## src/hdl/tcc_cfg.svh

```systemverilog
/*
  register indices, reset values, field positions and bus codes of the
  timer compare/capture register block.
  assumes: included by its bare name wherever a constant is needed.
*/
`ifndef TCC_CFG_SVH
`define TCC_CFG_SVH

// ----------------------------------------------------------------------
// register indices (byte address is four times the index)
// ----------------------------------------------------------------------
`define TCC_IDX_CAP_LO   8'h22
`define TCC_IDX_CAP_HI   8'h23
`define TCC_IDX_CMPB_LO  8'h24
`define TCC_IDX_CMPB_HI  8'h25
`define TCC_IDX_CMPA_LO  8'h26
`define TCC_IDX_CMPA_HI  8'h27
`define TCC_IDX_STATUS   8'h30
`define TCC_IDX_MASK     8'h31
`define TCC_IDX_CTRL     8'h32

// ----------------------------------------------------------------------
// reset values and field positions
// ----------------------------------------------------------------------
`define TCC_RST_BYTE     8'h00
`define TCC_RST_WORD     16'h0000
`define TCC_RST_EVT      3'h0
`define TCC_RST_CTRL     2'h0
`define TCC_EVT_CMPA     0
`define TCC_EVT_CMPB     1
`define TCC_EVT_CAP      2
`define TCC_CTRL_SRC     0
`define TCC_CTRL_EDGE    1
`define TCC_HI           15:8
`define TCC_LO           7:0

// ----------------------------------------------------------------------
// bus codes
// ----------------------------------------------------------------------
`define TCC_RESP_OKAY    2'h0
`define TCC_RESP_SLVERR  2'h2
`define TCC_IDX_MSB      9
`define TCC_IDX_LSB      2

`endif

```

## src/hdl/tcc_pkg.sv

```systemverilog
/*
  types shared by the timer compare/capture register block.
  assumes: compiled before every other file of the block.
*/
package tcc_pkg;

  typedef logic [15:0] tcc_word_t;
  typedef logic [7:0]  tcc_byte_t;
  typedef logic [2:0]  tcc_evt_t;

  typedef enum logic [1:0] {
    TCC_W_IDLE = 2'b00,
    TCC_W_RESP = 2'b01
  } tcc_wstate_t;

endpackage

```

## src/hdl/tcc_rbus_if.sv

```systemverilog
/*
  simple register access port between the bus slave and the register file.
  assumes: one clock; strobes last one cycle.
*/
`timescale 1ns/1ps
interface tcc_rbus_if;
  import tcc_pkg::*;

  logic      wr_en;
  tcc_byte_t wr_idx;
  tcc_byte_t wr_data;
  logic      wr_lane;
  logic      wr_hit;
  logic      rd_en;
  tcc_byte_t rd_idx;
  tcc_byte_t rd_data;
  logic      rd_hit;

  modport bus  (output wr_en, wr_idx, wr_data, wr_lane, rd_en, rd_idx,
                input  wr_hit, rd_data, rd_hit);
  modport regs (input  wr_en, wr_idx, wr_data, wr_lane, rd_en, rd_idx,
                output wr_hit, rd_data, rd_hit);
endinterface

```

## src/hdl/tcc_axil.sv

```systemverilog
/*
  axi4-lite slave front end: one write and one read under way at a time.
  assumes: register file answers rd_data and hit combinationally.
*/
`timescale 1ns/1ps
`include "tcc_cfg.svh"
module tcc_axil #(
  parameter int AW = 12
) (
  input  wire logic          clk,
  input  wire logic          resetn,
  input  wire logic [AW-1:0] s_axi_awaddr,
  input  wire logic          s_axi_awvalid,
  output logic               s_axi_awready,
  input  wire logic [31:0]   s_axi_wdata,
  input  wire logic [3:0]    s_axi_wstrb,
  input  wire logic          s_axi_wvalid,
  output logic               s_axi_wready,
  output logic [1:0]         s_axi_bresp,
  output logic               s_axi_bvalid,
  input  wire logic          s_axi_bready,
  input  wire logic [AW-1:0] s_axi_araddr,
  input  wire logic          s_axi_arvalid,
  output logic               s_axi_arready,
  output logic [31:0]        s_axi_rdata,
  output logic [1:0]         s_axi_rresp,
  output logic               s_axi_rvalid,
  input  wire logic          s_axi_rready,
  tcc_rbus_if.bus            rb
);
  import tcc_pkg::*;

  tcc_wstate_t   wst_r, wst_nxt;
  logic          aw_got_r, aw_got_nxt, w_got_r, w_got_nxt;
  logic [AW-1:0] aw_addr_r, aw_addr_nxt;
  tcc_byte_t     w_data_r, w_data_nxt;
  logic          w_lane_r, w_lane_nxt;
  logic          awready_nxt, wready_nxt, bvalid_nxt, arready_nxt, rvalid_nxt;
  logic [1:0]    bresp_nxt, rresp_nxt;
  logic [31:0]   rdata_nxt;

  function automatic logic aligned(input logic [AW-1:0] a);
    aligned = (a[`TCC_IDX_LSB-1:0] == 2'h0) && (a[AW-1:`TCC_IDX_MSB+1] == '0);
  endfunction

  // ----------------------------------------------------------------------
  // register port strobes
  // ----------------------------------------------------------------------
  assign rb.wr_en   = (wst_r == TCC_W_IDLE) && aw_got_r && w_got_r;
  assign rb.wr_idx  = aw_addr_r[`TCC_IDX_MSB:`TCC_IDX_LSB];
  assign rb.wr_data = w_data_r;
  assign rb.wr_lane = w_lane_r && aligned(aw_addr_r);
  assign rb.rd_en   = s_axi_arvalid && s_axi_arready;
  assign rb.rd_idx  = s_axi_araddr[`TCC_IDX_MSB:`TCC_IDX_LSB];

  // ----------------------------------------------------------------------
  // channel next state
  // ----------------------------------------------------------------------
  always_comb begin
    wst_nxt     = wst_r;
    aw_got_nxt  = aw_got_r || (s_axi_awvalid && s_axi_awready);
    w_got_nxt   = w_got_r || (s_axi_wvalid && s_axi_wready);
    aw_addr_nxt = (s_axi_awvalid && s_axi_awready) ? s_axi_awaddr : aw_addr_r;
    w_data_nxt  = (s_axi_wvalid && s_axi_wready) ? s_axi_wdata[7:0] : w_data_r;
    w_lane_nxt  = (s_axi_wvalid && s_axi_wready) ? s_axi_wstrb[0] : w_lane_r;
    bvalid_nxt  = s_axi_bvalid;
    bresp_nxt   = s_axi_bresp;
    case (wst_r)
      TCC_W_IDLE: begin
        if (rb.wr_en) begin
          wst_nxt    = TCC_W_RESP;
          aw_got_nxt = 1'b0;
          w_got_nxt  = 1'b0;
          bvalid_nxt = 1'b1;
          bresp_nxt  = (rb.wr_hit && aligned(aw_addr_r)) ? `TCC_RESP_OKAY : `TCC_RESP_SLVERR;
        end
      end
      TCC_W_RESP: begin
        if (s_axi_bready) begin
          wst_nxt    = TCC_W_IDLE;
          bvalid_nxt = 1'b0;
        end
      end
      default: begin
        wst_nxt = TCC_W_IDLE;
      end
    endcase
    awready_nxt = (wst_nxt == TCC_W_IDLE) && !aw_got_nxt;
    wready_nxt  = (wst_nxt == TCC_W_IDLE) && !w_got_nxt;
    rvalid_nxt  = s_axi_rvalid;
    rdata_nxt   = s_axi_rdata;
    rresp_nxt   = s_axi_rresp;
    if (rb.rd_en) begin
      rvalid_nxt = 1'b1;
      rdata_nxt  = {24'h000000, rb.rd_data};
      rresp_nxt  = (rb.rd_hit && aligned(s_axi_araddr)) ? `TCC_RESP_OKAY : `TCC_RESP_SLVERR;
    end else if (s_axi_rvalid && s_axi_rready) begin
      rvalid_nxt = 1'b0;
    end
    arready_nxt = !rvalid_nxt;
  end

  always_ff @(posedge clk) begin
    if (!resetn) begin
      wst_r         <= TCC_W_IDLE;
      aw_got_r      <= 1'b0;
      w_got_r       <= 1'b0;
      aw_addr_r     <= '0;
      w_data_r      <= `TCC_RST_BYTE;
      w_lane_r      <= 1'b0;
      s_axi_awready <= 1'b0;
      s_axi_wready  <= 1'b0;
      s_axi_bvalid  <= 1'b0;
      s_axi_bresp   <= `TCC_RESP_OKAY;
      s_axi_arready <= 1'b0;
      s_axi_rvalid  <= 1'b0;
      s_axi_rdata   <= 32'h00000000;
      s_axi_rresp   <= `TCC_RESP_OKAY;
    end else begin
      wst_r         <= wst_nxt;
      aw_got_r      <= aw_got_nxt;
      w_got_r       <= w_got_nxt;
      aw_addr_r     <= aw_addr_nxt;
      w_data_r      <= w_data_nxt;
      w_lane_r      <= w_lane_nxt;
      s_axi_awready <= awready_nxt;
      s_axi_wready  <= wready_nxt;
      s_axi_bvalid  <= bvalid_nxt;
      s_axi_bresp   <= bresp_nxt;
      s_axi_arready <= arready_nxt;
      s_axi_rvalid  <= rvalid_nxt;
      s_axi_rdata   <= rdata_nxt;
      s_axi_rresp   <= rresp_nxt;
    end
  end
endmodule

```

## src/hdl/tcc_cmp.sv

```systemverilog
/*
  one compare channel: equality of compare value and counter per counter step.
  assumes: tick marks each new counter state.
*/
`timescale 1ns/1ps
`include "tcc_cfg.svh"
module tcc_cmp (
  input  wire logic              clk,
  input  wire logic              resetn,
  input  wire logic              tick,
  input  wire tcc_pkg::tcc_word_t counter_value,
  input  wire tcc_pkg::tcc_word_t compare_value,
  output logic                   match_r
);
  import tcc_pkg::*;

  logic match_nxt;

  always_comb begin
    match_nxt = tick && (counter_value == compare_value);
  end

  always_ff @(posedge clk) begin
    if (!resetn) begin
      match_r <= 1'b0;
    end else begin
      match_r <= match_nxt;
    end
  end
endmodule

```

## src/hdl/tcc_regs.sv

```systemverilog
/*
  timer compare/capture holding registers with shared high-byte latch,
  two compare channels, input capture, sticky event flags and interrupt.
  assumes: counter, prescaler and waveform unit sit outside; the counter
  presents its value with a one-cycle tick per new state.
*/
// Contract
// [RL1] compare a value built from high and low bytes
// [RL2] compare b value built the same way
// [RL3] each compare value checked against counter continuously; the code compares only in cycles with counter_tick
// [RL4] match feeds interrupt flag and waveform pin event
// [RL5] compare writes pass through high-byte latch
// [RL6] one latch shared by all 16-bit registers
// [RL7] capture loads counter on pin or comparator event
// [RL8] capture high byte bits 15:8, low 7:0
// [RL9] high byte first; low read latches high byte
`timescale 1ns/1ps
`include "tcc_cfg.svh"
module tcc_regs #(
  parameter int AW = 12
) (
  input  wire logic               clk,
  input  wire logic               resetn,
  input  wire logic [AW-1:0]      s_axi_awaddr,
  input  wire logic               s_axi_awvalid,
  output logic                    s_axi_awready,
  input  wire logic [31:0]        s_axi_wdata,
  input  wire logic [3:0]         s_axi_wstrb,
  input  wire logic               s_axi_wvalid,
  output logic                    s_axi_wready,
  output logic [1:0]              s_axi_bresp,
  output logic                    s_axi_bvalid,
  input  wire logic               s_axi_bready,
  input  wire logic [AW-1:0]      s_axi_araddr,
  input  wire logic               s_axi_arvalid,
  output logic                    s_axi_arready,
  output logic [31:0]             s_axi_rdata,
  output logic [1:0]              s_axi_rresp,
  output logic                    s_axi_rvalid,
  input  wire logic               s_axi_rready,
  input  wire tcc_pkg::tcc_word_t counter_value,
  input  wire logic               counter_tick,
  input  wire logic               capture_input_pin,
  input  wire logic               comparator_out,
  output logic                    match_a,
  output logic                    match_b,
  output logic                    irq
);
  import tcc_pkg::*;

  tcc_rbus_if rb ();

  tcc_word_t cmp_a_r, cmp_a_nxt, cmp_b_r, cmp_b_nxt, cap_r, cap_nxt;
  tcc_byte_t temp_r, temp_nxt;
  tcc_evt_t  flag_r, flag_nxt, mask_r, mask_nxt, evt;
  logic [1:0] ctrl_r, ctrl_nxt;
  logic      src_prev_r, src_now, cap_evt, irq_nxt, wr_go;
  logic [1:0] hit_match;

  function automatic logic idx_known(input tcc_byte_t i);
    case (i)
      `TCC_IDX_CAP_LO, `TCC_IDX_CAP_HI, `TCC_IDX_CMPB_LO, `TCC_IDX_CMPB_HI,
      `TCC_IDX_CMPA_LO, `TCC_IDX_CMPA_HI, `TCC_IDX_STATUS, `TCC_IDX_MASK,
      `TCC_IDX_CTRL: idx_known = 1'b1;
      default: idx_known = 1'b0;
    endcase
  endfunction

  // ----------------------------------------------------------------------
  // bus slave and compare channels
  // ----------------------------------------------------------------------
  tcc_axil #(.AW(AW)) u_bus (
    .clk           (clk),
    .resetn        (resetn),
    .s_axi_awaddr  (s_axi_awaddr),
    .s_axi_awvalid (s_axi_awvalid),
    .s_axi_awready (s_axi_awready),
    .s_axi_wdata   (s_axi_wdata),
    .s_axi_wstrb   (s_axi_wstrb),
    .s_axi_wvalid  (s_axi_wvalid),
    .s_axi_wready  (s_axi_wready),
    .s_axi_bresp   (s_axi_bresp),
    .s_axi_bvalid  (s_axi_bvalid),
    .s_axi_bready  (s_axi_bready),
    .s_axi_araddr  (s_axi_araddr),
    .s_axi_arvalid (s_axi_arvalid),
    .s_axi_arready (s_axi_arready),
    .s_axi_rdata   (s_axi_rdata),
    .s_axi_rresp   (s_axi_rresp),
    .s_axi_rvalid  (s_axi_rvalid),
    .s_axi_rready  (s_axi_rready),
    .rb            (rb)
  );

  tcc_word_t cmp_val [2];
  assign cmp_val[0] = cmp_a_r;
  assign cmp_val[1] = cmp_b_r;

  generate
    for (genvar g = 0; g < 2; g++) begin : g_cmp
      tcc_cmp u_cmp (
        .clk           (clk),
        .resetn        (resetn),
        .tick          (counter_tick),
        .counter_value (counter_value),
        .compare_value (cmp_val[g]), // RL3
        .match_r       (hit_match[g])
      );
    end
  endgenerate

  assign match_a = hit_match[0]; // RL4
  assign match_b = hit_match[1]; // RL4

  // ----------------------------------------------------------------------
  // capture source and edge
  // ----------------------------------------------------------------------
  assign src_now = ctrl_r[`TCC_CTRL_SRC] ? comparator_out : capture_input_pin;
  assign cap_evt = ctrl_r[`TCC_CTRL_EDGE] ? (src_now && !src_prev_r) : (!src_now && src_prev_r);
  assign evt     = {cap_evt, hit_match[1], hit_match[0]}; // RL4
  assign wr_go   = rb.wr_en && rb.wr_lane;

  // ----------------------------------------------------------------------
  // read decode
  // ----------------------------------------------------------------------
  assign rb.wr_hit = idx_known(rb.wr_idx);
  assign rb.rd_hit = idx_known(rb.rd_idx);

  always_comb begin
    case (rb.rd_idx)
      `TCC_IDX_CAP_LO:  rb.rd_data = cap_r[`TCC_LO]; // RL8
      `TCC_IDX_CAP_HI:  rb.rd_data = temp_r; // RL9
      `TCC_IDX_CMPB_LO: rb.rd_data = cmp_b_r[`TCC_LO];
      `TCC_IDX_CMPB_HI: rb.rd_data = cmp_b_r[`TCC_HI];
      `TCC_IDX_CMPA_LO: rb.rd_data = cmp_a_r[`TCC_LO];
      `TCC_IDX_CMPA_HI: rb.rd_data = cmp_a_r[`TCC_HI];
      `TCC_IDX_STATUS:  rb.rd_data = {5'h00, flag_r};
      `TCC_IDX_MASK:    rb.rd_data = {5'h00, mask_r};
      `TCC_IDX_CTRL:    rb.rd_data = {6'h00, ctrl_r};
      default:          rb.rd_data = `TCC_RST_BYTE;
    endcase
  end

  // ----------------------------------------------------------------------
  // register next values
  // ----------------------------------------------------------------------
  always_comb begin
    cmp_a_nxt = cmp_a_r;
    cmp_b_nxt = cmp_b_r;
    cap_nxt   = cap_r;
    temp_nxt  = temp_r;
    mask_nxt  = mask_r;
    ctrl_nxt  = ctrl_r;
    flag_nxt  = flag_r;
    if (rb.rd_en && rb.rd_idx == `TCC_IDX_CAP_LO) begin
      temp_nxt = cap_r[`TCC_HI]; // RL9
    end
    if (wr_go) begin
      case (rb.wr_idx)
        `TCC_IDX_CAP_HI, `TCC_IDX_CMPB_HI, `TCC_IDX_CMPA_HI: temp_nxt = rb.wr_data; // RL5 RL6
        `TCC_IDX_CAP_LO:  cap_nxt   = {temp_r, rb.wr_data}; // RL8
        `TCC_IDX_CMPB_LO: cmp_b_nxt = {temp_r, rb.wr_data}; // RL2
        `TCC_IDX_CMPA_LO: cmp_a_nxt = {temp_r, rb.wr_data}; // RL1
        `TCC_IDX_STATUS:  flag_nxt  = flag_r & ~rb.wr_data[2:0];
        `TCC_IDX_MASK:    mask_nxt  = rb.wr_data[2:0];
        `TCC_IDX_CTRL:    ctrl_nxt  = rb.wr_data[1:0];
        default:          temp_nxt  = temp_nxt;
      endcase
    end
    if (cap_evt) begin
      cap_nxt = counter_value; // RL7
    end
    flag_nxt = flag_nxt | evt; // RL4
    irq_nxt  = |(flag_nxt & mask_nxt);
  end

  always_ff @(posedge clk) begin
    if (!resetn) begin
      cmp_a_r    <= `TCC_RST_WORD;
      cmp_b_r    <= `TCC_RST_WORD;
      cap_r      <= `TCC_RST_WORD;
      temp_r     <= `TCC_RST_BYTE;
      mask_r     <= `TCC_RST_EVT;
      flag_r     <= `TCC_RST_EVT;
      ctrl_r     <= `TCC_RST_CTRL;
      src_prev_r <= 1'b0;
      irq        <= 1'b0;
    end else begin
      cmp_a_r    <= cmp_a_nxt;
      cmp_b_r    <= cmp_b_nxt;
      cap_r      <= cap_nxt;
      temp_r     <= temp_nxt;
      mask_r     <= mask_nxt;
      flag_r     <= flag_nxt;
      ctrl_r     <= ctrl_nxt;
      src_prev_r <= src_now;
      irq        <= irq_nxt;
    end
  end
endmodule

```

## config.mk

```make
export PLATFORM = sky130hd
export DESIGN_NAME = tcc_regs
export DESIGN_NICKNAME = d
export VERILOG_FILES = /design/src/hdl/tcc_pkg.sv /design/src/hdl/tcc_rbus_if.sv /design/src/hdl/tcc_axil.sv /design/src/hdl/tcc_cmp.sv /design/src/hdl/tcc_regs.sv
export VERILOG_INCLUDE_DIRS = /design/src /design/src/hdl
export SDC_FILE = /design/constraint.sdc
export NUM_CORES = 1
export LEC_CHECK = 0
export BUFFER_PORTS_ARGS = -buffer_cell sky130_fd_sc_hd__buf_4
export CAP_MARGIN = 0
export CORE_ASPECT_RATIO = 0.8
export CORE_MARGIN = 2
export CORE_UTILIZATION = 57
export CTS_CLUSTER_DIAMETER = 50
export DETAILED_ROUTE_END_ITERATION = 6
export PLACE_DENSITY = 0.85
export SLEW_MARGIN = 25
export SYNTH_ARGS = -nofsm -noshare
export SYNTH_HDL_FRONTEND = slang
export SYNTH_SLANG_ARGS = --single-unit
export TNS_END_PERCENT = 5
```

## constraint.sdc

```tcl
create_clock -name clk -period 4.63 [get_ports clk]
set_clock_uncertainty 0.2 [all_clocks]
set_input_delay 1.389 -clock clk [delete_from_list [all_inputs] [get_ports clk]]
set_output_delay 1.389 -clock clk [all_outputs]
set_load 0.05 [all_outputs]
```

==> results of run 1 <==
## worst max-delay path, cell delays in order
cell	delay, ns
buf_4	0.11
or4b_4	0.57
or2_4	0.27
nor4_4	0.76
mux2i_1	0.27
a21oi_1	0.09
## cells by family (layout without fill, tap and decap cells)
logic type	after synthesis	count (layout)	synth area share (%)
mux	28	28	6.16
other cells	1	27	0.0730
compound gates	155	155	17.1
flops	108	108	42.1
simple gates	243	243	22.2
buf+inv	68	103	6.89
xor+xnor	32	32	5.46
## routing by layer
layer,share of wire (%),up-vias
met5,0,-
met4,1.6,0
met3,12,26
met2,46,283
met1,40,2196
li1,-,2264
## power groups by stage
stage	sequential [mW]	clock, mW	combinational [mW]
after floorplan	1.00	0	0.149
after global placement	0.992	0	0.213
after detailed placement	0.993	0	0.217
after CTS	0.972	0.746	0.218
after global routing	0.975	0.786	0.237
final	0.973	0.738	0.220
## cell usage in the layout (no fill, tap or decap), types with 2 or more instances in the layout
master | synthesis | routed
a21oi_1 | 72 | 71
a221oi_1 | 6 | 6
a22oi_1 | 4 | 4
a31oi_1 | 19 | 19
and2_1 | 4 | 4
and3b_1 | 2 | 2
buf_4 | 26 | 79
clkbuf_16 | 0 | 9
clkbuf_8 | 0 | 2
clkinvlp_4 | 0 | 2
conb_1 | 1 | 27
dfxtp_1 | 108 | 108
inv_1 | 7 | 7
mux2_2 | 9 | 9
mux2i_1 | 17 | 17
mux4_2 | 2 | 2
nand2_1 | 157 | 157
nand2b_1 | 3 | 3
nand3_1 | 7 | 7
nand3b_1 | 4 | 4
nand4_1 | 10 | 10
nor2_1 | 16 | 16
nor2b_1 | 5 | 5
nor3_1 | 9 | 9
nor3_4 | 0 | 2
nor3b_1 | 2 | 2
nor4_1 | 5 | 5
nor4b_1 | 2 | 2
o21ai_0 | 40 | 40
o2bb2ai_1 | 3 | 3
o32ai_1 | 2 | 2
or3_1 | 5 | 5
xnor2_1 | 24 | 24
xor2_1 | 8 | 8
## registers in the layout, indices dropped and copies added, names as in the netlist, 2 cells and up
name / cells
u_bus.rb.wr_data: 8
temp_r: 8
u_bus.wst_r: 2
flag_r: 3
cmp_b_r: 16
u_bus.aw_addr_r: 12
g_cmp.u_cmp.match_r: 2
cap_r: 16
ctrl_r: 2
cmp_a_r: 16
mask_r: 3
u_bus.s_axi_rdata: 8
## stage by stage
step	power (mW)	area (sq um)	util (%)	instances	hold WS (ns)
3_5_place_dp	1.21	5650	65.5	792	0.246
6_report	1.93	5960	69.0	808	0.260
2_1_floorplan	1.15	5240	-	661	0.231
4_1_cts	1.94	5940	68.8	808	0.263
3_3_place_gp	1.20	5650	65.4	792	0.241
5_1_grt	2.00	5960	69.0	808	0.285
## path summary, 6_finish.rpt
| path | startpoint | end | slack (ns) | cells past startpoint |
|---|---|---|---|---|
| worst max-delay path | s_axi_araddr[5] | temp_r[2] | 1.17 | 6 |
| worst min-delay path | u_bus.s_axi_rdata[0] | u_bus.s_axi_rdata[0] | 0.26 | 2 |
| worst max register to register | u_bus.aw_got_r | cmp_b_r[1] | 1.90 | 5 |
| worst min register to register | u_bus.s_axi_rdata[0] | u_bus.s_axi_rdata[0] | 0.26 | 2 |
## layout make-up
type | count | area [sq um] | share of cell area, %
timing repair buffer | 79 | 593 | 9.96
inverter | 8 | 30.0 | 0.504
clock inverter | 4 | 32.5 | 0.546
sequential | 108 | 2160 | 36.3
clock buffer | 12 | 256 | 4.31
tap | 112 | 140 | 2.35
multi-input combinational | 485 | 2740 | 46.0
==> results.toml, run 1 <==
[outcome]
run_status = "finished clean"

[detailed_routing]
vias = 4769
vias_per_cell = 5.90
drc_errors = 0
finalWirelength_um = 13600
drt_iter0_markers = 428
drt-wirelength-per-cell_um = 16.8
antenna_left = 0
dr.pass1.iters = 5

[setup_path]
path_max_fanout = 8
crit_required_ns = 4.63
cp-start-kind = "primary input"
crit_arrival_ns = 3.46
critPathCaptureType = "flip-flop"
critical_path_class = "in2reg"

[power]
leakage_nw = 2.12
ir_worst_vdd_mv = 0.254
internal_power_mw = 1.42
power_frac_seq_pct = 50.4
p_per_area_nw_per_um2 = 324
p_sw_mw = 0.508
power_frac_comb_pct = 11.4
switching_share_pct = 26.3
clockPowerShare_pct = 38.2

[global_routing]
grt_pass1_wl_um = 21500
overflow = 0
grt_pass1_vias = 4391
gr-usage-all-layers_pct = 28.6
top_usage_layer = "met2"
grt_util_met1_pct = 36.7
grt_max_degree = 61
met2_usage_pct = 46.2
antenna_found_initial = 0
grt_use_met3_pct = 9.40

[sta]
tns_ns = 0
setup_violations = 0
period_needed_ns = 3.46
worst_slew_pin_slew_ns = 0.954
period_share_pct = 74.7
slew_headroom_pct = 34.8
layout_setup_ws_ns = 1.17
fmax_mhz = 289
finalMaxSlewViolations = 0
hold_viol = 0
grt_setup_unrepaired = "no"

[floorplan]
die_h_um = 88.9
pin_count = 130
die_x_um = 110
start_util_pct = 59.5
dieArea_sq_um = 9790
coreArea_sq_um = 8630
rows = 30

[yosys]
synth-async-reset-ratio_pct = 0
avgSynthCellArea_sq_um = 8.09
yosys_warnings = 0
synth_cell_type_count = 54
synth_top_area_share_pct = 42.1
synthFlopType = "dfxtp_1"
netlist_instances = 635
synth.cell_area_sq_um = 5140
synth_edf_count = 0
yosys_register_bits = 108
synth.largest_area_cell = "dfxtp_1"
synth-seq-area-share_pct = 42.1
synth_common_cells = "157 x nand2_1, 108 x dfxtp_1, 72 x a21oi_1"
synth_most_common_cell = "nand2_1"
netlist_top_cells_area = "dfxtp_1 42%, nand2_1 11%, a21oi_1 7.0%"

[placement]
place.gp.congestion = 0.910
dp_slack_ns = 0.870
hpwl_um = 9530
io_buffers = 76

[cts]
cts_hold_buf = 0
clkTransAtPathRegs_ns = 0.07
numClockSinks = 108
clk_latency_ns = 0.34
root_buffer = "clkbuf_16"
cts_setup_buffers = 0
max-clock-path-buffers = 2
post_cts_resized = 0
numCtsBuffers = 9
ctsHtreeMaxLevel = 3
cts_tree = "done"

[final_layout]
n_antenna_cell = 0
fillerInstances = 702
drive_gt1_share_pct = 16.7
fin_nets = 777
syn2layout_area_growth_pct = 15.9

[flow_run]
drv_cap = 0

[min_path]
hold_path_class = "reg2reg"
(Power assumes the default switching activity.)
==> run 2: changes to the inputs <==
Settings changed: ABC_AREA from default to 1, CORE_UTILIZATION 57 to 54, PLACE_DENSITY 0.85 to 0.8.
Clock period 4.63 ns to 3.26 ns, I/O delays scaled along.
==> run 2 against run 1 <==
  * Synthesized cell count increased by 23%
  * Design area increased by 5.9%
  * Non-clock buffer count increased by 7
  * Critical path type unchanged
  * Sequential power increased by 44%
  * Largest power group unchanged
  * Global-route usage increased by 2.6 points
==> results.toml, run 2 <==
[power]
ir_worst_vdd_mv = 0.310
p_per_area_nw_per_um2 = 457
leakage_nw = 2.68

[yosys]
synth_cell_type_count = 38
yosys_register_bits = 108
netlist_top_cells_area = "dfxtp_1 39%, nand2_1 8.5%, nand3_1 6.7%"
synth.largest_area_cell = "dfxtp_1"
synth_top_area_share_pct = 39.4
synthMuxAreaShare_pct = 0
synth_simple_gate_area_share_pct = 25.9
yosys_warnings = 0
synthAdderAreaFrac_pct = 0
synth-compound-area-share_pct = 20.4
avgSynthCellArea_sq_um = 7.00
synthFlopType = "dfxtp_1"
synth_most_common_cell = "nand2_1"
synth-seq-area-share_pct = 39.4
synthXorXnorAreaFrac_pct = 1.44
synth_top_family_by_area = "simple AND/OR/NAND/NOR gates"
netlist_instances = 784
synth-async-reset-ratio_pct = 0
synth_edf_count = 0
synth.cell_area_sq_um = 5490
synth_common_cells = "124 x nand2_1, 108 x dfxtp_1, 76 x nor2_1"

[placement]
place.gp.congestion = 0.971
io_buffers = 76
hpwl_um = 12400
dp_slack_ns = 0.517
dpl_cell_area_sq_um = 6010

[setup_path]
cp-startpoint = "s_axi_araddr[6]"
cp-start-kind = "primary input"
critPathCaptureType = "flip-flop"
crit_required_ns = 3.33
r2r_cells = 8
ff2ff_setup_slack_ns = 1.00
endpoint = "u_bus.s_axi_rdata[7]"
regToRegStartpoint = "u_bus.w_got_r"
crit_arrival_ns = 2.54
path_max_fanout = 14
critical_path_class = "in2reg"
timing.rr.end = "cmp_b_r[12]"

[final_layout]
top_regs = "cap_r: 16 flops, cmp_a_r: 16 flops, cmp_b_r: 16 flops"
fin_nets = 934
final_common_cell = "nand2_1"
drive_gt1_share_pct = 16.0
syn2layout_area_growth_pct = 15.0
n_antenna_cell = 0
postLayoutCellArea_sq_um = 6310
layout_common_cells = "124 x nand2_1, 108 x dfxtp_1, 86 x buf_4"

[floorplan]
coreArea_sq_um = 9770
die_h_um = 94.1
start_util_pct = 56.1
pin_count = 130
dieArea_sq_um = 11000
die_x_um = 117
rows = 32

[cts]
cts_hold_buf = 0
numClockSinks = 108
max-clock-path-buffers = 2
numCtsBuffers = 9
root_buffer = "clkbuf_16"
cts_tree = "done"
post_cts_resized = 0
clk_latency_ns = 0.35
clkTransAtPathRegs_ns = 0.07
ctsHtreeMaxLevel = 3
cts_setup_buffers = 0

[sta]
worst_slew_pin_slew_ns = 0.916
hold_viol = 0
period_share_pct = 75.5
tns_ns = 0
layout_setup_ws_ns = 0.797
period_needed_ns = 2.46
finalMaxSlewViolations = 0
slew_headroom_pct = 39.0
setup_violations = 0
fmax_mhz = 406
grt_setup_unrepaired = "no"

[flow_run]
drv_cap = 0

[detailed_routing]
drc_errors = 0
vias = 5448
dr.pass1.iters = 5
antenna_left = 0
finalWirelength_um = 16500
drt-wirelength-per-cell_um = 16.7
vias_per_cell = 5.51
drt_iter0_markers = 550

[global_routing]
overflow = 0
antenna_found_initial = 0
grt_max_degree = 43
gr-usage-all-layers_pct = 31.2
grt_pass1_vias = 5109
grt_pass1_wl_um = 26100

[min_path]
hold_path_class = "reg2reg"

[outcome]
run_status = "finished clean"
run 2: cell count changes in the layout (fill, tap and decap cells not counted), sizes merged, moves of 9 or more:
cell,change
nand3,+66
mux2i,-17
mux2,-9
nor2,+71
nand4,-9
o21ai,+62
inv,+73
nand2,-25
xnor2,-22
run 2: logic make-up after synthesis:
logic type                count (synthesis)
AOI/OAI and AO/OA                       205
xor gates and xnor gates                  9
buffers and inverters                   143
DFF                                     108
other                                     1
and+or+nand+nor                         318
run 2: layout make-up:
type	instances	area (sq um)
Fill cell	891	3460
Inverter	84	315
Multi-Input combinational cell	559	2720
Timing Repair Buffer	86	646
Tap cell	136	170
Clock buffer	12	246
Sequential cell	108	2160
Clock inverter	3	46.3
run 2: report_power, final:
part | switching [mW] | internal [mW] | leakage, nW | total, mW
registers | 0.0354 | 1.36 | 0.879 | 1.40
logic | 0.259 | 0.117 | 1.66 | 0.375
clock network | 0.493 | 0.617 | 0.139 | 1.11
run 2: worst min path at each step:
| stage | end | cells past startpoint | slack (ns) | startpoint |
|---|---|---|---|---|
| floorplan | u_bus.s_axi_awready | 1 | 0.22 | u_bus.aw_got_r |
| global placement | u_bus.s_axi_wready | 1 | 0.24 | u_bus.w_got_r |
| detailed placement | u_bus.s_axi_awready | 1 | 0.25 | u_bus.aw_got_r |
| CTS | u_bus.s_axi_awready | 1 | 0.26 | u_bus.aw_got_r |
| global route | u_bus.s_axi_awready | 1 | 0.28 | u_bus.aw_got_r |
| finish | u_bus.s_axi_awready | 1 | 0.26 | u_bus.aw_got_r |
run 2: metrics by stage:
step	power [mW]	cells	utilization (%)	hold WS [ns]
global placement	1.79	973	61.6	0.235
finish	2.88	988	64.5	0.259
CTS	2.88	988	64.5	0.258
floorplan	1.69	810	-	0.215
detailed placement	1.80	973	61.6	0.245
global route	2.97	988	64.5	0.275
run 2: routing by layer:
layer / up-vias / routed length, um / share of wire [%] / GRT usage, %
met4: 0 / 384 / 2.3 / 8.63
met3: 36 / 1540 / 9.3 / 6.71
met5: - / 0 / 0 / 0
met1: 2490 / 7340 / 45 / 42.6
li1: 2681 / - / - / -
met2: 241 / 7220 / 44 / 49.9
run 2: worst max-delay path: stages:
cell     delay [ns]
buf_4          0.11
inv_1          0.06
nand2_1        0.07
nor2_2         0.29
buf_4          0.26
nand2_1        0.17
o21ai_0        0.26
nor2_1         0.08
nand2_1        0.06
nand2_1        0.04
a21oi_1        0.15
